### config.mk
export PLATFORM = sky130hd
export DESIGN_NAME = reset_source_status
export DESIGN_NICKNAME = d
export VERILOG_FILES = /design/src/reset_source_pkg.sv /design/src/reset_source_status.sv
export VERILOG_INCLUDE_DIRS = /design/src
export SDC_FILE = /design/constraint.sdc
export NUM_CORES = 1
export LEC_CHECK = 0
export ABC_AREA = 1
export BUFFER_PORTS_ARGS = -buffer_cell sky130_fd_sc_hd__buf_4
export CAP_MARGIN = 10
export CORE_MARGIN = 10
export CORE_UTILIZATION = 49
export CTS_BUF_LIST = sky130_fd_sc_hd__clkbuf_8
export DETAILED_ROUTE_END_ITERATION = 6
export PLACE_DENSITY_LB_ADDON = 0.05
export RECOVER_POWER = 25
export SLEW_MARGIN = 20
export SYNTH_ARGS = -nofsm -noshare
export SYNTH_HDL_FRONTEND = slang
export SYNTH_SLANG_ARGS = --single-unit
### constraint.sdc
create_clock -name clk_in -period 1.9 [get_ports clk_in]
set_input_delay 0.38 -clock clk_in [delete_from_list [all_inputs] [get_ports clk_in]]
set_output_delay 0.38 -clock clk_in [all_outputs]
set_load 0.02 [all_outputs]
### src/reset_source_defines.svh
`ifndef RESET_SOURCE_DEFINES_SVH
`define RESET_SOURCE_DEFINES_SVH
// Byte offsets of the register words.
`define OFS_FLAGS       4'h0
`define OFS_CTRL        4'h4
`define OFS_IRQ_STAT    4'h8
`define OFS_IRQ_MASK    4'hc
// Reset cause flag positions.
`define FLG_POWER_ON    7
`define FLG_PIN         6
`define FLG_WDOG        5
`define FLG_OPCODE      4
`define FLG_ADDRESS     3
`define FLG_LOW_V       1
`define FLAGS_POR_VAL   8'h82
`define FLAGS_LOWV_VAL  8'h02
// Control bit positions and values.
`define CTL_WDOG_EN     0
`define CTL_STOP_EN     1
`define CTL_BDM_EN      2
`define CTL_FORCE       7
`define CTL_RESET_VAL   8'h01
`define CTL_READ_MASK   8'h07
// Watchdog service values.
`define SVC_ARM         8'h55
`define SVC_FIRE        8'haa
// Interrupt status positions.
`define IRQ_RESET       0
`define IRQ_REFRESH     1
`define IRQ_BITS        8'h03
// Default counts.
`define HOLD_DEFAULT    16
`define WDOG_DEFAULT    262144
`endif

### src/reset_source_pkg.sv
`default_nettype none
package reset_source_pkg;
	typedef logic [7:0]  byte_t;
	typedef logic [31:0] word_t;
	// Watchdog service sequence tracker.
	typedef enum logic [1:0] {
		SVC_IDLE  = 2'b01,
		SVC_ARMED = 2'b10
	} svc_state_e;
	// System reset sequencer.
	typedef enum logic [1:0] {
		SEQ_RUN  = 2'b01,
		SEQ_HOLD = 2'b10
	} seq_state_e;
endpackage : reset_source_pkg
`default_nettype wire

### src/reset_source_status.sv
`timescale 1ns/1ps
`default_nettype none
`include "reset_source_defines.svh"

module reset_source_status #(
	parameter int HOLD_CYCLES  = `HOLD_DEFAULT,
	parameter int WDOG_TIMEOUT = `WDOG_DEFAULT
) (
	input  wire logic                  clk_in,
	input  wire logic                  arst_n_in,
	input  wire logic                  wb_cyc_in,
	input  wire logic                  wb_stb_in,
	input  wire logic                  wb_we_in,
	input  wire logic [3:0]            wb_adr_in,
	input  wire logic [3:0]            wb_sel_in,
	input  wire reset_source_pkg::word_t wb_dat_in,
	output var  reset_source_pkg::word_t wb_dat_out,
	output logic                       wb_ack_out,
	input  wire logic                  ext_reset_n_in,
	input  wire logic                  low_voltage_in,
	input  wire logic                  illegal_opcode_in,
	input  wire logic                  stop_exec_in,
	input  wire logic                  background_exec_in,
	input  wire logic                  illegal_address_in,
	output logic                       system_reset_out,
	output logic                       irq_out
);
	import reset_source_pkg::*;

	localparam int WDOG_W = $clog2(WDOG_TIMEOUT + 1);
	localparam int HOLD_W = $clog2(HOLD_CYCLES + 1);

	byte_t              flags_reg;
	byte_t              ctrl_reg;
	byte_t              stat_reg;
	byte_t              mask_reg;
	byte_t              rd_next;
	logic               ack_reg;
	word_t              dat_reg;
	logic               irq_reg;
	logic               sys_reset_reg;
	logic               pin_meta_reg;
	logic               pin_sync_reg;
	logic               lv_meta_reg;
	logic               lv_sync_reg;
	logic [WDOG_W-1:0]  wdog_cnt_reg;
	logic [HOLD_W-1:0]  hold_cnt_reg;
	svc_state_e         svc_reg;
	seq_state_e         seq_reg;
	logic               after_por_reg;
	logic               wb_req;
	logic               wr_flags;
	logic               wr_ctrl;
	logic               wr_stat;
	logic               wr_mask;
	logic               adr_miss;
	logic               run;
	logic               pin_low;
	logic               low_v;
	logic               opc_bad;
	logic               adr_bad;
	logic               force_rst;
	logic               bad_svc;
	logic               timeout;
	logic               wdog_trip;
	logic               refresh;
	logic               entry;
	byte_t              wr_byte;

	// Decodes whether a byte offset names a register.
	function automatic logic addr_mapped(input logic [3:0] adr);
		addr_mapped = (adr == `OFS_FLAGS) || (adr == `OFS_CTRL) ||
			(adr == `OFS_IRQ_STAT) || (adr == `OFS_IRQ_MASK);
	endfunction : addr_mapped

	// Bus decode; one access per request, answered one cycle later.
	assign wb_req   = wb_cyc_in & wb_stb_in & ~ack_reg;
	assign wr_byte  = wb_dat_in[7:0];
	assign wr_flags = wb_req & wb_we_in & wb_sel_in[0] & (wb_adr_in == `OFS_FLAGS);
	assign wr_ctrl  = wb_req & wb_we_in & wb_sel_in[0] & (wb_adr_in == `OFS_CTRL);
	assign wr_stat  = wb_req & wb_we_in & wb_sel_in[0] & (wb_adr_in == `OFS_IRQ_STAT);
	assign wr_mask  = wb_req & wb_we_in & wb_sel_in[0] & (wb_adr_in == `OFS_IRQ_MASK);
	assign adr_miss = wb_req & ~addr_mapped(wb_adr_in);

	// Reset sources seen while the system runs.
	assign run       = (seq_reg == SEQ_RUN);
	assign pin_low   = ~pin_sync_reg;
	assign low_v     = lv_sync_reg;
	assign opc_bad   = illegal_opcode_in |
		(stop_exec_in & ~ctrl_reg[`CTL_STOP_EN]) |
		(background_exec_in & ~ctrl_reg[`CTL_BDM_EN]);
	assign adr_bad   = illegal_address_in | adr_miss;
	assign force_rst = wr_ctrl & wr_byte[`CTL_FORCE];
	assign bad_svc   = wr_flags & (wr_byte != `SVC_ARM) & (wr_byte != `SVC_FIRE);
	assign timeout   = (wdog_cnt_reg == WDOG_W'(WDOG_TIMEOUT - 1));
	assign wdog_trip = run & ctrl_reg[`CTL_WDOG_EN] & (timeout | bad_svc);
	assign refresh   = (svc_reg == SVC_ARMED) & wr_flags & (wr_byte == `SVC_FIRE);
	assign entry     = run & (pin_low | low_v | opc_bad | adr_bad | force_rst | wdog_trip);

	// Two-flop synchronisers for the asynchronous pins.
	always_ff @(posedge clk_in or negedge arst_n_in) begin
		if (!arst_n_in) begin
			pin_meta_reg <= 1'b1;
			pin_sync_reg <= 1'b1;
			lv_meta_reg  <= 1'b0;
			lv_sync_reg  <= 1'b0;
		end else begin
			pin_meta_reg <= ext_reset_n_in;
			pin_sync_reg <= pin_meta_reg;
			lv_meta_reg  <= low_voltage_in;
			lv_sync_reg  <= lv_meta_reg;
		end
	end

	// Cause capture; power-on is the asynchronous reset itself.
	always_ff @(posedge clk_in or negedge arst_n_in) begin
		if (!arst_n_in) begin
			flags_reg <= `FLAGS_POR_VAL;
		end else if (entry) begin
			if (low_v) begin
				flags_reg <= `FLAGS_LOWV_VAL;
				flags_reg[`FLG_POWER_ON] <= flags_reg[`FLG_POWER_ON];
			end else begin
				flags_reg <= 8'h00;
				flags_reg[`FLG_PIN]  <= pin_low;
				flags_reg[`FLG_WDOG] <= wdog_trip;
				flags_reg[`FLG_OPCODE]  <= opc_bad;
				flags_reg[`FLG_ADDRESS] <= adr_bad;
			end
		end
	end

	// Reset sequencer; held while pin or low voltage stay active.
	always_ff @(posedge clk_in or negedge arst_n_in) begin
		if (!arst_n_in) begin
			seq_reg       <= SEQ_RUN;
			hold_cnt_reg  <= '0;
			sys_reset_reg <= 1'b0;
		end else begin
			unique case (seq_reg)
				SEQ_RUN: begin
					if (entry) begin
						seq_reg       <= SEQ_HOLD;
						hold_cnt_reg  <= HOLD_W'(HOLD_CYCLES);
						sys_reset_reg <= 1'b1;
					end
				end
				SEQ_HOLD: begin
					if (pin_low | low_v) begin
						hold_cnt_reg <= HOLD_W'(HOLD_CYCLES);
					end else if (hold_cnt_reg != '0) begin
						hold_cnt_reg <= hold_cnt_reg - 1'b1;
					end else begin
						seq_reg       <= SEQ_RUN;
						sys_reset_reg <= 1'b0;
					end
				end
			endcase
		end
	end

	// Control word; the force bit is a pulse and is not stored.
	always_ff @(posedge clk_in or negedge arst_n_in) begin
		if (!arst_n_in) begin
			ctrl_reg <= `CTL_RESET_VAL;
		end else if (!run) begin
			ctrl_reg <= `CTL_RESET_VAL;
		end else if (wr_ctrl) begin
			ctrl_reg <= wr_byte & `CTL_READ_MASK;
		end
	end

	// Service tracker: 0x55 arms, only a following 0xAA refreshes.
	always_ff @(posedge clk_in or negedge arst_n_in) begin
		if (!arst_n_in) begin
			svc_reg <= SVC_IDLE;
		end else if (!run) begin
			svc_reg <= SVC_IDLE;
		end else if (wr_flags) begin
			unique case (svc_reg)
				SVC_IDLE:  svc_reg <= (wr_byte == `SVC_ARM) ? SVC_ARMED : SVC_IDLE;
				SVC_ARMED: svc_reg <= (wr_byte == `SVC_ARM) ? SVC_ARMED : SVC_IDLE;
			endcase
		end
	end

	// Watchdog counter; runs only while enabled and the system runs.
	always_ff @(posedge clk_in or negedge arst_n_in) begin
		if (!arst_n_in) begin
			wdog_cnt_reg <= '0;
		end else if (!run || !ctrl_reg[`CTL_WDOG_EN] || refresh) begin
			wdog_cnt_reg <= '0;
		end else if (!timeout) begin
			wdog_cnt_reg <= wdog_cnt_reg + 1'b1;
		end
	end

	// Sticky events; a new event wins over a clearing write.
	always_ff @(posedge clk_in or negedge arst_n_in) begin
		if (!arst_n_in) begin
			stat_reg <= 8'h00;
			mask_reg <= 8'h00;
		end else begin
			stat_reg <= (stat_reg & ~(wr_stat ? wr_byte : 8'h00)) |
				{6'h00, refresh, entry};
			if (wr_mask) begin
				mask_reg <= wr_byte & `IRQ_BITS;
			end
		end
	end

	// Interrupt level follows the masked status one cycle later.
	always_ff @(posedge clk_in or negedge arst_n_in) begin
		if (!arst_n_in) begin
			irq_reg <= 1'b0;
		end else begin
			irq_reg <= |(stat_reg & mask_reg);
		end
	end

	// Read multiplexer; unmapped offsets read zero.
	always_comb begin
		rd_next = 8'h00;
		unique case (wb_adr_in)
			`OFS_FLAGS:    rd_next = flags_reg;
			`OFS_CTRL:     rd_next = ctrl_reg & `CTL_READ_MASK;
			`OFS_IRQ_STAT: rd_next = stat_reg;
			`OFS_IRQ_MASK: rd_next = mask_reg;
			default:       rd_next = 8'h00;
		endcase
	end

	// Bus answer: acknowledge one cycle after the request.
	always_ff @(posedge clk_in or negedge arst_n_in) begin
		if (!arst_n_in) begin
			ack_reg <= 1'b0;
			dat_reg <= '0;
		end else begin
			ack_reg <= wb_req;
			if (wb_req && !wb_we_in) begin
				dat_reg <= {24'h000000, rd_next};
			end
		end
	end

	// Marks the first cycle after power-on release.
	always_ff @(posedge clk_in or negedge arst_n_in) begin
		if (!arst_n_in) begin
			after_por_reg <= 1'b0;
		end else begin
			after_por_reg <= 1'b1;
		end
	end

	assign wb_ack_out       = ack_reg;
	assign wb_dat_out       = dat_reg;
	assign irq_out          = irq_reg;
	assign system_reset_out = sys_reset_reg;
endmodule : reset_source_status
`default_nettype wire

==> results_dict.tcl, run 1 <==
set metrics [dict create \
    whs_endpoint "pin_meta_reg" \
    final_cell_area_um2 3876 \
    seqPwrFrac_pct 45.3 \
    drive_gt1_share_pct 21.63 \
    rsz0062_at_grt "false" \
    syn-cell-area_um2 3311 \
    area_growth_pct 17.08 \
    worst_slack_ns 0.2913 \
    r2r-end "wdog_cnt_reg[11]" \
    clk_pin_slew_ns 0.07 \
    p_int_w 0.002291 \
    r2r_cells 7 \
    wl_um 7012 \
    fin_crit_ns 1.609 \
    antenna_found_initial 0 \
    place_area_um2 3643 \
    maxSlewHeadroom_pct 56.19 \
    path_buf_inv 3 \
    yosys.cell_types.count 39 \
    worstMarginPinSlew_ns 0.6572 \
    cts.htree.levels 3 \
    finalSetupTns_ns 0 \
    powerDensity_nw_per_um2 772.7 \
    min_from "ext_reset_n_in" \
    ant_nets 0 \
    r2r_start "wdog_cnt_reg[1]" \
    synth.largest_area_cell "dfrtp_1" \
    grt_pass1_vias 2494 \
    p_leak_nw 1.981 \
    grt_pass1_wl_um 11730 \
    busiest_layer "met2" \
    final_nets 502 \
    r2r_setup_slack_ns 0.29 \
    gp_congestion 0.8539 \
    max_freq_ghz 0.6216 \
    io_buffers 34 \
    dp_worst_setup_slack_ns 0.1753 \
    dp_hpwl_um 5522 \
    combPwrFrac_pct 8.5 \
    path_cells "dlygate4sd3_1 -> clkbuf_2 -> clkbuf_4" \
    finalSetupViolCount 0 \
    cts_buffers 9 \
    wl_per_cell_um 13.23 \
    synth_area_leaders "dfrtp_1 41%, nand2_1 11%, inv_1 5.9%" \
    cts.root.buffer_cell "clkbuf_8" \
    avgViaCountPerCell 4.823 \
    drtIter0Drc 86 \
    vias 2556 \
    cts.sinks 61 \
    netSwitchingPower_w 0.0007046 \
    grt_usage_pct 14.04 \
    cp_slowest_stage_delay_ns 0.58 \
    crit_type "in -> async" \
    yosysSeqAreaShare_pct 46.37 \
    min_delay_path_depth 1 \
    avgSynthCellArea_um2 8.381 \
    cts_buffer_depth 2 \
    gr-total-overflow 0 \
    grt_max_degree 36 \
    vdd_drop_max_mv 0.5193 \
    timing.final.crit_share_pct 84.67 \
    cts_resized 0 \
    die_w_um 102.2 \
    synth_top_area_share_pct 40.82 \
    pwr-share-clk_pct 46.2 \
    finalMaxSlewViolations 0 \
    largest_reg_flops 19 \
    die-height_um 102.2 \
    io_pins 86 \
    switching_share_pct 23.52 \
    coreArea_um2 6459 \
    synth_cells 395 \
    hold_class "in -> reg" \
    cp_slowest_cell "clkbuf_4" \
    synth_seq_cells 61 \
    critical_path_arrival_ns 2.05 \
    antenna_cells 0 \
    drv_cap 0 \
    met3_usage_pct 3.306 \
    yosys_warnings 0 \
    skew_ns 0.01067 \
    grtUsageMet1_pct 17.91 \
    grt_util_met2_pct 22.22 \
    start_util_pct 51.26 \
    start_kind "input port" \
    crit_path_end_kind "async pin" \
    cp_top_family "buffers and inverters" \
    rows 29 \
    status "completed" \
    cts_tree "built" \
    first_pass_iters 4 \
    hold_violations 0 \
    drc 0 \
    dieArea_um2 10440 \
    cp_max_fo 35 \
    startpoint "arst_n_in" \
    critPathRequiredTime_ns 2.34 \
    clock_latency_ns 0.34 \
]
-- synth_stat cells --
library cell   n
nor3_4         1
buf_4         24
xor2_1         6
ha_1           3
or2_2          2
dfrtp_1       54
nor2_2         3
nand3_4        2
conb_1         1
xnor2_1        5
nand2_2        3
clkinv_1       1
nor4_1         1
o21ai_2        4
o21ai_0       16
inv_2          3
a31oi_1        1
nand2_1       97
and2_1         1
nand2_4        5
nand4_1        4
nand3b_1       3
o22ai_1        2
a22o_1         7
nor2_1        31
nand3_1       18
a21oi_1       17
nor3_1         4
dfstp_2        7
o31ai_1        1
inv_1         52
nor2_4         7
o21ai_1        2
a211oi_1       1
buf_2          1
o211a_1        2
nand3_2        1
a22oi_1        1
nand4_2        1
-- cells by family after synthesis --
group           after synthesis  synth area share, %
compound gates               54                10.05
flops                        61                46.37
other cells                   1               0.1133
simple gates                184                27.48
xor+xnor                     11                2.910
fa+ha+maj                     3                1.134
buf+inv                      81                11.94
-- power groups by stage --
stage | clock, W | sequential (W) | combinational, W
after floorplan | 0 | 0.00139 | 0.000178
after global placement | 0 | 0.00138 | 0.000255
after detailed placement | 0 | 0.00138 | 0.000258
after CTS | 0.00142 | 0.00136 | 0.000261
after global routing | 0.00147 | 0.00136 | 0.000286
final | 0.00139 | 0.00136 | 0.000253
-- layer usage --
| metal | vias up | share of wire (%) |
|---|---|---|
| met4 | 0 | 1.5 |
| met3 | 10 | 5.1 |
| li1 | 1314 | - |
| met2 | 50 | 46 |
| met1 | 1182 | 48 |
| met5 | - | 0 |
-- cells in the final DEF, fill, tap and decap left out, types with 4 or more instances in the layout --
master	count
o21ai_2	4
dfstp_2	7
o21ai_0	16
nor2_4	7
buf_4	39
conb_1	24
inv_1	52
xor2_1	6
nand2_4	5
xnor2_1	5
a22o_1	7
a21oi_1	17
nor3_1	4
nand4_1	4
dfrtp_1	54
nand2_1	97
nor2_1	31
clkbuf_8	9
nand3_1	18
-- worst register-to-register path, cell delays in order (launching register included) --
cell,delay [ns]
dfrtp_1,0.38
ha_1,0.20
nand3_2,0.12
nor2_4,0.20
nand4_2,0.25
nand3_1,0.17
o21ai_0,0.08
a21oi_1,0.14
-- timing repair --
| action | 4_1_cts | 5_1_grt |
|---|---|---|
| hold buffers | 1 | 0 |
| hold endpoints to repair | 21 | 0 |
| setup buffers | 0 | 0 |
-- worst max-delay path by stage --
stage | to | slack (ns) | cells past startpoint
2_1_floorplan | flags_reg[3] | 0.27 | 10
3_3_place_gp | wdog_cnt_reg[5] | 0.19 | 9
3_5_place_dp | wdog_cnt_reg[5] | 0.18 | 9
4_1_cts | wdog_cnt_reg[11] | 0.29 | 7
5_1_grt | flags_reg[4] | 0.09 | 3
6_report | flags_reg[7] | 0.29 | 3
-- through the flow --
step / total power [W] / hold WS, ns / cells / utilization, %
after floorplan: 0.001565 / 0.08441 / 418 / -
after global placement: 0.001636 / 0.3176 / 513 / 56.41
after detailed placement: 0.001639 / 0.3190 / 513 / 56.41
after CTS: 0.003036 / 0.1320 / 530 / 60.25
after global routing: 0.003118 / 0.1416 / 530 / 60.02
final: 0.002995 / 0.1494 / 530 / 60.02
-- layout make-up --
class	count	area [µm²]
multi-input combinational	276	1466
fill	615	2582
inverter	56	210.2
timing repair buffer	44	330.3
sequential	61	1535
clock inverter	7	113.9
clock buffer	9	123.9
tap	77	96.34
(Power assumes the default switching activity.)
==> inputs of run 2 (changes only) <==
Clock period 1.9 ns to 1.5 ns, I/O delays scaled along.
==> run 2 against run 1 <==
  * The run now ends with negative setup slack left
  * Clock power rose by 15%
  * Combinational power increased by 39%
  * Critical path type is now reg -> reg
  * Global-route usage increased by 1.0 points
  * Clock-buffer cell count up 1
  * Total power increased by 23%
  * Flip-flop and latch count stayed put
  * Clock skew about the same
  * Worst hold slack got worse by 0.073 ns
  * Cell area grew 10%
  * Via count increased by 6.1%
  * Sequential share of layout area fell by 3.6 points
==> results_dict.tcl, run 2 (same netlist as run 1, synthesis figures left out) <==
set metrics [dict create \
    critical_path_arrival_ns 1.84 \
    final_nets 534 \
    combPwrFrac_pct 9.6 \
    vias 2713 \
    seqPwrFrac_pct 46.8 \
    die-height_um 102.2 \
    maxSlewHeadroom_pct 49.92 \
    vdd_drop_max_mv 0.7730 \
    fin_crit_ns 1.564 \
    grt_pass1_vias 2634 \
    holdWs_ns 0.07662 \
    cts_tree "built" \
    gr-total-overflow 0 \
    cts_buffer_depth 2 \
    final_cell_area_um2 4263 \
    finalSetupViolCount 14 \
    cts_buffers 9 \
    wl_per_cell_um 13.48 \
    cp_max_fo 7 \
    finalSetupTns_ns -0.5157 \
    rsz0062_at_grt "true" \
    hold_violations 0 \
    first_pass_iters 5 \
    cts.sinks 61 \
    wl_um 7574 \
    violations "negative setup slack" \
    place_area_um2 3844 \
    switching_share_pct 24.08 \
    min_delay_path_depth 1 \
    r2r-end "system_reset_out" \
    skew_ns 0.01081 \
    coreArea_um2 6459 \
    powerDensity_nw_per_um2 862.8 \
    start_kind "flop" \
    avgViaCountPerCell 4.827 \
    crit_path_end_kind "flop" \
    antenna_found_initial 0 \
    grt_pass1_wl_um 12500 \
    ant_nets 0 \
    cts.htree.levels 3 \
    drive_gt1_share_pct 31.55 \
    hold_class "in -> reg" \
    io_buffers 34 \
    crit_type "reg -> reg" \
    fin_util_pct 66.00 \
    drtIter0Drc 118 \
    clock_latency_ns 0.33 \
    cts.root.buffer_cell "clkbuf_8" \
    timing.final.crit_share_pct 104.3 \
    status "complete, but fails checks" \
    clk_pin_slew_ns 0.07 \
    whs_endpoint "pin_meta_reg" \
    largest_reg_flops 19 \
    pwr-share-clk_pct 43.6 \
    dp_hpwl_um 5718 \
    die_w_um 102.2 \
    dieArea_um2 10440 \
    drc 0 \
    p_leak_nw 2.160 \
    netSwitchingPower_w 0.0008857 \
    max_freq_ghz 0.6394 \
    finalMaxSlewViolations 0 \
    grt_max_degree 29 \
    worst_slack_ns -0.06409 \
    gp_congestion 0.8699 \
    startpoint "wb_ack_out" \
    rows 29 \
    start_util_pct 51.26 \
    r2r_setup_slack_ns -0.06 \
    min_from "ext_reset_n_in" \
    r2r_start "wb_ack_out" \
    antenna_cells 0 \
    r2r_cells 10 \
    critPathRequiredTime_ns 1.77 \
    worstMarginPinSlew_ns 0.7512 \
    drv_cap 0 \
    p_int_w 0.002792 \
    layout_common_cells "93 x nand2_1, 69 x buf_4, 54 x dfrtp_1" \
    io_pins 86 \
    area_growth_pct 28.76 \
    grt_usage_pct 15.06 \
    mostFrequentLayoutCell "nand2_1" \
]
==> run 2: changes by cell type in the layout (fill, tap and decap cells not counted), moves of 3 or more <==
cell and delta:
buf_4 +30, nor2_1 -6, nand3_1 -5, nor2_2 +5, nand2_1 -4, nand3_2 +4
a21oi_1 -3, a21oi_2 +3, nand2_2 +3, o21ai_0 -3, o21ai_1 +3
==> run 2: worst max-delay path: stages (launching register included) <==
cell     delay, ns
dfrtp_1       0.42
nor2_4        0.15
nand2_2       0.08
nor2_2        0.16
nand3_2       0.14
nand2_4       0.10
nand2_4       0.07
nand3_4       0.11
nand2_4       0.09
buf_4         0.15
inv_1         0.04
==> run 2: worst max path at each step <==
stage                             endpoint  cells after the start
after detailed placement   wdog_cnt_reg[5]                      9
after global placement     hold_cnt_reg[2]                     11
after floorplan               flags_reg[3]                     10
after CTS                  hold_cnt_reg[1]                     10
final                     system_reset_out                     10
after global routing       hold_cnt_reg[1]                     10
==> run 2: final cells by class <==
type	count	area (µm²)
fillers	568	2196
multi-input cells	277	1624
flip-flops and latches	61	1535
repair buffers	75	579.3
inverters	56	210.2
clock buffers	10	137.6
well taps	77	96.34
clock inverters	6	80.08
==> run 2: routing by layer <==
layer | track usage (%) | routed length, µm
met1 | 19.95 | 3586
met2 | 23.60 | 3440
met3 | 3.779 | 424
met4 | 4.881 | 122
met5 | 0 | 0
==> run 2: stage by stage <==
stage | power [W] | std cells | setup WS [ns]
floorplan | 0.001982 | 418 | -0.009363
global placement | 0.002086 | 537 | -0.05745
detailed placement | 0.002095 | 537 | -0.09910
CTS | 0.003712 | 556 | -0.03819
global route | 0.003820 | 562 | -0.1601
finish | 0.003678 | 562 | -0.06409
==> run 2: power groups by stage <==
stage,registers [W],clock network (W),logic (W)
after global placement,0.00175,0,0.000336
after CTS,0.00172,0.00164,0.000349
after detailed placement,0.00175,0,0.000344
final,0.00172,0.00160,0.000352
after global routing,0.00173,0.00170,0.000395
after floorplan,0.00176,0,0.000226
==> run 2: what timing repair did <==
action / in CTS / in global routing
hold buffers: 1 / 0
endpoints found under the hold margin: 22 / 0
cloned: 1 / 0
setup buffers: 1 / 6
resized for setup: 9 / 24
setup endpoints to repair: 13 / 33
pin swaps: 1 / 13
